--- config.mk ---
export PLATFORM = sky130hd
export DESIGN_NAME = dtr_ctrl
export DESIGN_NICKNAME = d
export VERILOG_FILES = /design/src/hdl/dtr_pkg.sv /design/src/hdl/dtr_chain.sv /design/src/hdl/dtr_ctrl.sv
export VERILOG_INCLUDE_DIRS = /design/src /design/src/hdl
export SDC_FILE = /design/constraint.sdc
export NUM_CORES = 1
export LEC_CHECK = 0
export BUFFER_PORTS_ARGS = -buffer_cell sky130_fd_sc_hd__buf_2
export CAP_MARGIN = 10
export CORE_MARGIN = 10
export CORE_UTILIZATION = 36
export DETAILED_ROUTE_END_ITERATION = 12
export PLACE_DENSITY_LB_ADDON = 0.25
export SYNTH_ARGS = -nofsm -noshare
export SYNTH_HDL_FRONTEND = slang
export SYNTH_SLANG_ARGS = --single-unit
--- constraint.sdc ---
create_clock -name clk_i -period 2.4 [get_ports clk_i]
set_input_delay 0 -clock clk_i [delete_from_list [all_inputs] [get_ports clk_i]]
set_output_delay 0 -clock clk_i [all_outputs]
set_load 0.01 [all_outputs]
--- src/hdl/dtr_consts.svh ---
// constants for the dram timing and refresh controller
// assumes a 25 MHz system clock (40 ns period)
`ifndef DTR_CONSTS_SVH
`define DTR_CONSTS_SVH
`define DTR_CLK_PERIOD_NS   40
`define DTR_COL_DELAY_NS    30
`define DTR_RAS_WIDTH_NS    150
`define DTR_TAIL_NS         150
`define DTR_REFRESH_HZ      80000
// least times round up, at least one cycle
`define DTR_COL_CYC   ((`DTR_COL_DELAY_NS + `DTR_CLK_PERIOD_NS - 1) / `DTR_CLK_PERIOD_NS)
`define DTR_RAS_CYC   ((`DTR_RAS_WIDTH_NS + `DTR_CLK_PERIOD_NS - 1) / `DTR_CLK_PERIOD_NS)
`define DTR_TAIL_CYC  ((`DTR_TAIL_NS + `DTR_CLK_PERIOD_NS - 1) / `DTR_CLK_PERIOD_NS)
// refresh tick divider: 25 MHz / 80 kHz
`define DTR_TICK_CYC  (25000000 / `DTR_REFRESH_HZ)
`define DTR_RAS_SEL_POS 0
`endif

--- src/hdl/dtr_pkg.sv ---
// types for the dram timing and refresh controller
// used by the timing chain; the controller top does not import it
package dtr_pkg;
    typedef enum logic [2:0] {
        DTR_IDLE,
        DTR_ROW,
        DTR_COL,
        DTR_RAS_OFF,
        DTR_TAIL
    } dtr_phase_t;
    typedef logic [8:0] dtr_maddr_t;
endpackage

--- src/hdl/dtr_chain.sv ---
// timing chain: ras pulse, column select and trailing recovery interval
// assumes start is held or dropped freely; the chain latches it itself
`timescale 1ns/1ps
module dtr_chain (
    input  wire logic clk_i,      // system clock
    input  wire logic sys_rst_i,  // synchronous reset
    input  wire logic start_i,    // cycle request
    output logic      ras_o,      // ras active (high = asserted)
    output logic      colsel_o,   // row/column select
    output logic      col_rise_o, // one-cycle pulse on select rising
    output logic      busy_o      // chain not ready for a new cycle
);
`include "dtr_consts.svh"
    dtr_pkg::dtr_phase_t phase_q;
    logic [7:0]          cnt_q;

    // phase sequence; once started, runs to the end regardless of start
    always_ff @(posedge clk_i) begin
        if (sys_rst_i) begin
            phase_q <= dtr_pkg::DTR_IDLE;
            cnt_q   <= 8'h00;
        end else begin
            case (phase_q)
                dtr_pkg::DTR_IDLE: begin
                    if (start_i) begin
                        phase_q <= dtr_pkg::DTR_ROW;
                        cnt_q   <= 8'h01;
                    end
                end
                dtr_pkg::DTR_ROW: begin
                    cnt_q <= cnt_q + 8'h01;
                    if (cnt_q == 8'(`DTR_COL_CYC)) begin
                        phase_q <= dtr_pkg::DTR_COL;
                    end
                end
                dtr_pkg::DTR_COL: begin
                    cnt_q <= cnt_q + 8'h01;
                    if (cnt_q == 8'(`DTR_RAS_CYC)) begin
                        phase_q <= dtr_pkg::DTR_RAS_OFF;
                        cnt_q   <= 8'h01;
                    end
                end
                dtr_pkg::DTR_RAS_OFF: begin
                    cnt_q <= cnt_q + 8'h01;
                    if (cnt_q == 8'(`DTR_COL_CYC)) begin
                        phase_q <= dtr_pkg::DTR_TAIL;
                    end
                end
                dtr_pkg::DTR_TAIL: begin
                    cnt_q <= cnt_q + 8'h01;
                    if (cnt_q == 8'(`DTR_TAIL_CYC)) begin
                        phase_q <= dtr_pkg::DTR_IDLE;
                        cnt_q   <= 8'h00;
                    end
                end
                default: begin
                    phase_q <= dtr_pkg::DTR_IDLE;
                    cnt_q   <= 8'h00;
                end
            endcase
        end
    end

    // registered outputs decoded from the current phase, one cycle behind it
    always_ff @(posedge clk_i) begin
        if (sys_rst_i) begin
            ras_o      <= 1'b0;
            colsel_o   <= 1'b0;
            col_rise_o <= 1'b0;
            busy_o     <= 1'b0;
        end else begin
            ras_o      <= (phase_q == dtr_pkg::DTR_ROW) || (phase_q == dtr_pkg::DTR_COL);
            colsel_o   <= (phase_q == dtr_pkg::DTR_COL) || (phase_q == dtr_pkg::DTR_RAS_OFF);
            col_rise_o <= (phase_q == dtr_pkg::DTR_COL) && !colsel_o;
            // busy from the start edge on, so a held start cannot retrigger
            busy_o     <= (phase_q != dtr_pkg::DTR_IDLE) || start_i;
        end
    end
endmodule

--- src/hdl/dtr_ctrl.sv ---
// dram timing and refresh controller top: cpu strobes in, dram controls out
// assumes cpu inputs synchronous to clk_i; strobes active low at the pins
`timescale 1ns/1ps
module dtr_ctrl (
    input  wire logic        clk_i,           // system clock
    input  wire logic        sys_rst_i,       // synchronous reset
    input  wire logic        cpu_clock_i,     // cpu clock, sampled
    input  wire logic [23:1] cpu_addr_i,      // cpu address bus
    input  wire logic        as_n_i,          // address strobe
    input  wire logic        uds_n_i,         // upper data strobe
    input  wire logic        lds_n_i,         // lower data strobe
    input  wire logic        rw_i,            // read high, write low
    input  wire logic        dram_sel_n_i,    // dram decoded enable
    input  wire logic        exp_wait_i,      // cpu waiting on expansion card
    output logic [8:0]       mem_addr_o,      // multiplexed dram address
    output logic             ras_n_o,         // row strobe to all drams
    output logic             mem_rw_o,        // read/write to all drams
    output logic             cas_even_low_half_n_o,  // cas even bytes, first half
    output logic             cas_odd_low_half_n_o,   // cas odd bytes, first half
    output logic             cas_even_high_half_n_o, // cas even bytes, second half
    output logic             cas_odd_high_half_n_o,  // cas odd bytes, second half
    output logic             dram_ack_n_o,    // early data acknowledge
    output logic [7:0]       refresh_row_o    // refresh counter value
);
`include "dtr_consts.svh"

    logic        ras_w;
    logic        colsel_w;
    logic        col_rise_w;
    logic        busy_w;
    logic        start_w;
    logic        cpu_cyc_q;
    logic        ref_cyc_q;
    logic        req1_q;
    logic        req2_q;
    logic        ref_go_q;
    logic        cas_latch_q;
    logic        cpuclk_q;
    logic [7:0]  ref_cnt_q;
    logic [15:0] tick_cnt_q;
    logic        tick_w;
    logic        sync_strobe_w;
    logic [8:0]  row_addr_w;
    logic [8:0]  col_addr_w;
    logic [3:0]  grp_w;

    // refresh sync strobe: follows as, forced low during expansion waits
    assign sync_strobe_w = as_n_i & ~exp_wait_i;

    // 80 kHz tick divider
    assign tick_w = (tick_cnt_q == 16'(`DTR_TICK_CYC - 1));
    always_ff @(posedge clk_i) begin
        if (sys_rst_i || tick_w) begin
            tick_cnt_q <= 16'h0000;
        end else begin
            tick_cnt_q <= tick_cnt_q + 16'h0001;
        end
    end

    // refresh row counter, one row per tick; wraps 256
    always_ff @(posedge clk_i) begin
        if (sys_rst_i) begin
            ref_cnt_q <= 8'h00;
        end else if (tick_w) begin
            ref_cnt_q <= ref_cnt_q + 8'h01;
        end
    end

    // cpu clock edge detect
    always_ff @(posedge clk_i) begin
        if (sys_rst_i) begin
            cpuclk_q <= 1'b0;
        end else begin
            cpuclk_q <= cpu_clock_i;
        end
    end

    // request chain; cleared the cycle after the select rise in the refresh cycle
    always_ff @(posedge clk_i) begin
        if (sys_rst_i || (ref_cyc_q && col_rise_w)) begin
            req1_q   <= 1'b0;
            req2_q   <= 1'b0;
            ref_go_q <= 1'b0;
        end else begin
            if (tick_w) begin
                req1_q <= 1'b1;
            end
            if (req1_q && cpu_clock_i && !cpuclk_q) begin
                req2_q <= 1'b1;
            end
            if (req2_q && !sync_strobe_w && !cpu_clock_i && cpuclk_q && !cpu_cyc_q) begin
                ref_go_q <= 1'b1;
            end
        end
    end

    // chain start: cpu access or refresh, never while the other is active
    assign start_w = !busy_w && ((!dram_sel_n_i && !ref_go_q) || ref_go_q);

    // cycle-active terms held by feedback until the chain is idle
    always_ff @(posedge clk_i) begin
        if (sys_rst_i) begin
            cpu_cyc_q <= 1'b0;
            ref_cyc_q <= 1'b0;
        end else if (start_w) begin
            cpu_cyc_q <= !ref_go_q;
            ref_cyc_q <= ref_go_q;
        end else if (!busy_w && !start_w && (cpu_cyc_q || ref_cyc_q) && !ras_w) begin
            cpu_cyc_q <= cpu_cyc_q && busy_w;
            ref_cyc_q <= ref_cyc_q && busy_w;
        end
    end

    dtr_chain u_chain (
        .clk_i      (clk_i),
        .sys_rst_i  (sys_rst_i),
        .start_i    (start_w),
        .ras_o      (ras_w),
        .colsel_o   (colsel_w),
        .col_rise_o (col_rise_w),
        .busy_o     (busy_w)
    );

    // cas/ack latch: set on select rise in cpu cycle, cleared by as release
    always_ff @(posedge clk_i) begin
        if (sys_rst_i) begin
            cas_latch_q <= 1'b0;
        end else if (col_rise_w && cpu_cyc_q && !as_n_i) begin
            cas_latch_q <= 1'b1;
        end else if (as_n_i) begin
            cas_latch_q <= 1'b0;
        end
    end

    // fixed permutation of cpu address onto memory address
    assign row_addr_w = {cpu_addr_i[17], cpu_addr_i[9], cpu_addr_i[8], cpu_addr_i[7],
                         cpu_addr_i[4], cpu_addr_i[1], cpu_addr_i[2], cpu_addr_i[3],
                         cpu_addr_i[10]};
    assign col_addr_w = {cpu_addr_i[18], cpu_addr_i[15], cpu_addr_i[14], cpu_addr_i[13],
                         cpu_addr_i[5], cpu_addr_i[6], cpu_addr_i[11], cpu_addr_i[12],
                         cpu_addr_i[16]};

    // group decode: dram space is a23..a20 zero, a19 picks the half
    always_comb begin
        grp_w = 4'h0;
        if (cpu_addr_i[23:20] == 4'h0) begin
            grp_w[0] = !cpu_addr_i[19] && !uds_n_i;
            grp_w[1] = !cpu_addr_i[19] && !lds_n_i;
            grp_w[2] =  cpu_addr_i[19] && !uds_n_i;
            grp_w[3] =  cpu_addr_i[19] && !lds_n_i;
        end
    end

    // registered dram side outputs
    always_ff @(posedge clk_i) begin
        if (sys_rst_i) begin
            mem_addr_o             <= 9'h000;
            ras_n_o                <= 1'b1;
            mem_rw_o               <= 1'b1;
            cas_even_low_half_n_o  <= 1'b1;
            cas_odd_low_half_n_o   <= 1'b1;
            cas_even_high_half_n_o <= 1'b1;
            cas_odd_high_half_n_o  <= 1'b1;
            dram_ack_n_o           <= 1'b1;
            refresh_row_o          <= 8'h00;
        end else begin
            // only a running refresh owns the bus; a pending one must not
            // corrupt the row of a cpu cycle already under way
            if (ref_cyc_q) begin
                mem_addr_o <= {1'b0, ref_cnt_q};
            end else if (colsel_w) begin
                mem_addr_o <= col_addr_w;
            end else begin
                mem_addr_o <= row_addr_w;
            end
            ras_n_o                <= !ras_w;
            mem_rw_o               <= rw_i;
            cas_even_low_half_n_o  <= !(cas_latch_q && grp_w[0]);
            cas_odd_low_half_n_o   <= !(cas_latch_q && grp_w[1]);
            cas_even_high_half_n_o <= !(cas_latch_q && grp_w[2]);
            cas_odd_high_half_n_o  <= !(cas_latch_q && grp_w[3]);
            dram_ack_n_o           <= !cas_latch_q;
            refresh_row_o          <= ref_cnt_q;
        end
    end

    // checks
    a_ack_with_cas: assert property (@(posedge clk_i) disable iff (sys_rst_i)
        !cas_even_low_half_n_o |-> !dram_ack_n_o)
        else $error("cas without acknowledge");
    a_no_ack_refresh: assert property (@(posedge clk_i) disable iff (sys_rst_i)
        ref_cyc_q |=> !$rose(cas_latch_q))
        else $error("acknowledge set in refresh");
    a_as_clears: assert property (@(posedge clk_i) disable iff (sys_rst_i)
        as_n_i |=> !cas_latch_q)
        else $error("latch not cleared by strobe");
    a_excl_cycles: assert property (@(posedge clk_i) disable iff (sys_rst_i)
        !(cpu_cyc_q && ref_cyc_q))
        else $error("cpu and refresh both active");
    a_ras_start: assert property (@(posedge clk_i) disable iff (sys_rst_i)
        start_w |-> ##3 !ras_n_o)
        else $error("ras late");
    a_flags_clear: assert property (@(posedge clk_i) disable iff (sys_rst_i)
        ref_cyc_q && col_rise_w |=> !req1_q && !req2_q && !ref_go_q)
        else $error("refresh flags not cleared");
    a_tick_count: assert property (@(posedge clk_i) disable iff (sys_rst_i)
        tick_w |=> ref_cnt_q == $past(ref_cnt_q) + 8'h01)
        else $error("refresh counter stuck");
    a_no_restart: assert property (@(posedge clk_i) disable iff (sys_rst_i)
        $rose(ras_n_o) |-> ras_n_o[*4])
        else $error("chain restarted early");
endmodule

==> results_dict.tcl <==
set metrics [dict create \
    status "completed" \
    setup_viol 0 \
    wire_per_inst_um 13.1 \
    path_cells "ha_1 > or4b_4 > nor4_4 > buf_4 > nand4_1 > mux2_1" \
    grt_max_degree 50 \
    drt_iter0_drc 95 \
    synth_flop_cell "dfxtp_1" \
    cts.reportedPaths.clkPinSlew_ns 0.08 \
    ioPinCount 56 \
    htree_levels 3 \
    post-place-ws_ns 0.292 \
    initial_core_util 0.374 \
    clock_skew_ns 0.00739 \
    dr_total_vias 2434 \
    clk_path_buf_depth 2 \
    yosysWarningCount 0 \
    synth_area_leaders "dfxtp_1 (48%), nor2_1 (7.2%), xnor2_1 (4.5%)" \
    vias_per_cell 4.87 \
    timing.final.hold_violations 0 \
    gp_congestion 0.785 \
    finalMaxSlewViolations 0 \
    leakage_uw 0.00149 \
    synth_edf_count 0 \
    fin_crit_sh 0.881 \
    n_antenna_cell 0 \
    finalSetupTns_ns 0 \
    ff_latch_area_sq_um 1400 \
    die-area_sq_um 12100 \
    async_flop_share 0 \
    tightest_slew_ns 0.882 \
    clock.fmax_mhz 473 \
    detail-route-antenna-nets 0 \
    dpl.hpwl_mm 4.57 \
    crit_slowest_cell "or4b_4" \
    grt_pass1_vias 2375 \
    drive_gt1_frac 0.206 \
    die_w_um 110 \
    power_density_nw_per_um2 811 \
    crit_type "flip-flop to flip-flop" \
    overflow 0 \
    wl_mm 6.55 \
    antenna_found_initial 0 \
    syn_to_final_growth_pct 27.4 \
    core_sq_um 7810 \
    synth.ff_latch_count 70 \
    fill_cells 756 \
    ir_drop_uv 345 \
    clk_latency_ns 0.35 \
    grt_usage 0.114 \
    cts_buffers 9 \
    grt_pass1_wl_mm 11.0 \
    endpoint_kind "flip-flop" \
    cts.sinks 70 \
    cp_data_arrival_time_ns 2.36 \
    setup_ws_ns 0.286 \
    finalNonFillerCells 500 \
    postCtsSetupBuffers 0 \
    cap_violations 0 \
    hold_path_class "input pin to flip-flop" \
    yosysTopAreaCell "dfxtp_1" \
    worst_slew_margin_rel 0.412 \
    crit_fanout 10 \
    dp_cells 466 \
    multi_input_area_sq_um 1410 \
    cpPeakStageDelay_ns 0.49 \
    first_pass_iters 4 \
    drc 0 \
    synth_cells 318 \
    cp-start-kind "flip-flop" \
    ys_seq_area_frac 0.480 \
    synth_common_cells "dfxtp_1 (70), nor2_1 (56), a21oi_1 (19)" \
    cts_root_buf "clkbuf_8" \
    nets 430 \
    netlist.area_leader.share 0.480 \
    r2r_cells 6 \
    rsz0062_at_grt "no" \
    cts_tree "yes" \
    syn_area_sq_um 2920 \
    synth.most_common_cell "dfxtp_1" \
    cp.required_ns 2.64 \
    min_path_cells 5 \
    die_h_um 110 \
    num_rows 32 \
    hold_ws_ns 0.00831 \
    fin_crit_ns 2.11 \
    syn_area_per_cell_sq_um 9.17 \
    ys_types 48 \
    portBuffers 55 \
    synth_fp_nets 355 \
]
==> metal layers <==
metal,track usage,part of all wire,vias up
met5,0,0,-
met4,0.0586,0.021,0
met3,0.0488,0.090,11
met2,0.167,0.41,70
met1,0.140,0.47,1082
li1,-,-,1271
==> state kept, by name, indices dropped and copies added (netlist names), 3 cells and up, named ones only <==
register,flops
ref_cnt_q,8
u_chain.phase_q,3
mem_addr_o,9
u_chain.cnt_q,8
tick_cnt_q,16
refresh_row_o,8
==> layout make-up <==
| type | count | area share |
|---|---|---|
| clock buffer | 9 | 0.0333 |
| timing repair buffer | 77 | 0.131 |
| inverter | 11 | 0.0111 |
| clock inverter | 7 | 0.0327 |
| sequential | 70 | 0.377 |
| tap | 102 | 0.0344 |
| multi-input combinational | 224 | 0.381 |
==> path summary, 6_finish.rpt <==
check | to | slack, ns | startpoint
setup / recovery | ref_cnt_q[3] | 0.29 | tick_cnt_q[0]
hold / removal | mem_addr_o[2] | 0.008 | cpu_addr_i[2]
setup reg to reg | ref_cnt_q[3] | 0.29 | tick_cnt_q[0]
hold reg to reg | dram_ack_n_o | 0.42 | cas_latch_q
==> cells by family (layout without fill, tap and decap cells) <==
kind of cell | count (synthesis) | in the layout | synth area share
simple gates | 145 | 145 | 0.263
flops | 70 | 70 | 0.480
compound gates | 42 | 42 | 0.0948
buf+inv | 24 | 104 | 0.0347
xor+xnor | 16 | 16 | 0.0480
mux | 16 | 16 | 0.0575
fa+ha+maj | 5 | 5 | 0.0215
==> cell usage in the layout (no fill, tap or decap), types with 3 or more instances in the layout <==
cell	n
dfxtp_1	70
nor2_1	56
buf_2	55
a21oi_1	19
dlygate4sd3_1	18
xnor2_1	15
nor3_1	14
inv_1	11
nor2b_1	11
mux2i_1	10
nor4_1	10
nand2_1	10
nand3_1	9
clkbuf_8	9
and3_1	7
nand4_1	6
mux2_1	5
ha_1	5
o21a_1	4
nand2b_1	4
buf_4	4
and4_1	3
o21bai_1	3
a211oi_1	3
bufinv_16	3
==> critical path, delay by kind of cell (launching register included) <==
family	cells	cell delay, ns
flops	1	0.39
buf+inv	1	0.21
simple gates	3	0.87
fa+ha+maj	1	0.23
mux	1	0.32
==> what timing repair did <==
item,in CTS,in global routing
resized for setup,0,0
hold buffers,18,0
endpoints found under the hold margin,14,0
==> metrics by stage <==
stage          cell area [sq um]   util  power, uW
5_1_grt                     3710  0.476       3180
2_1_floorplan               2920      -       1710
4_1_cts                     3710  0.476       3040
3_5_place_dp                3290  0.421       1850
6_report                    3710  0.476       3010
3_3_place_gp                3290  0.421       1850
==> where the power goes <==
group | leakage (uW) | internal (uW) | switching (uW) | total, uW
combinational | 0.000798 | 241 | 275 | 516
clock | 0.000124 | 695 | 468 | 1160
sequential | 0.000570 | 1240 | 91.7 | 1330
Note: power is estimated with default switching activity, not from simulation.
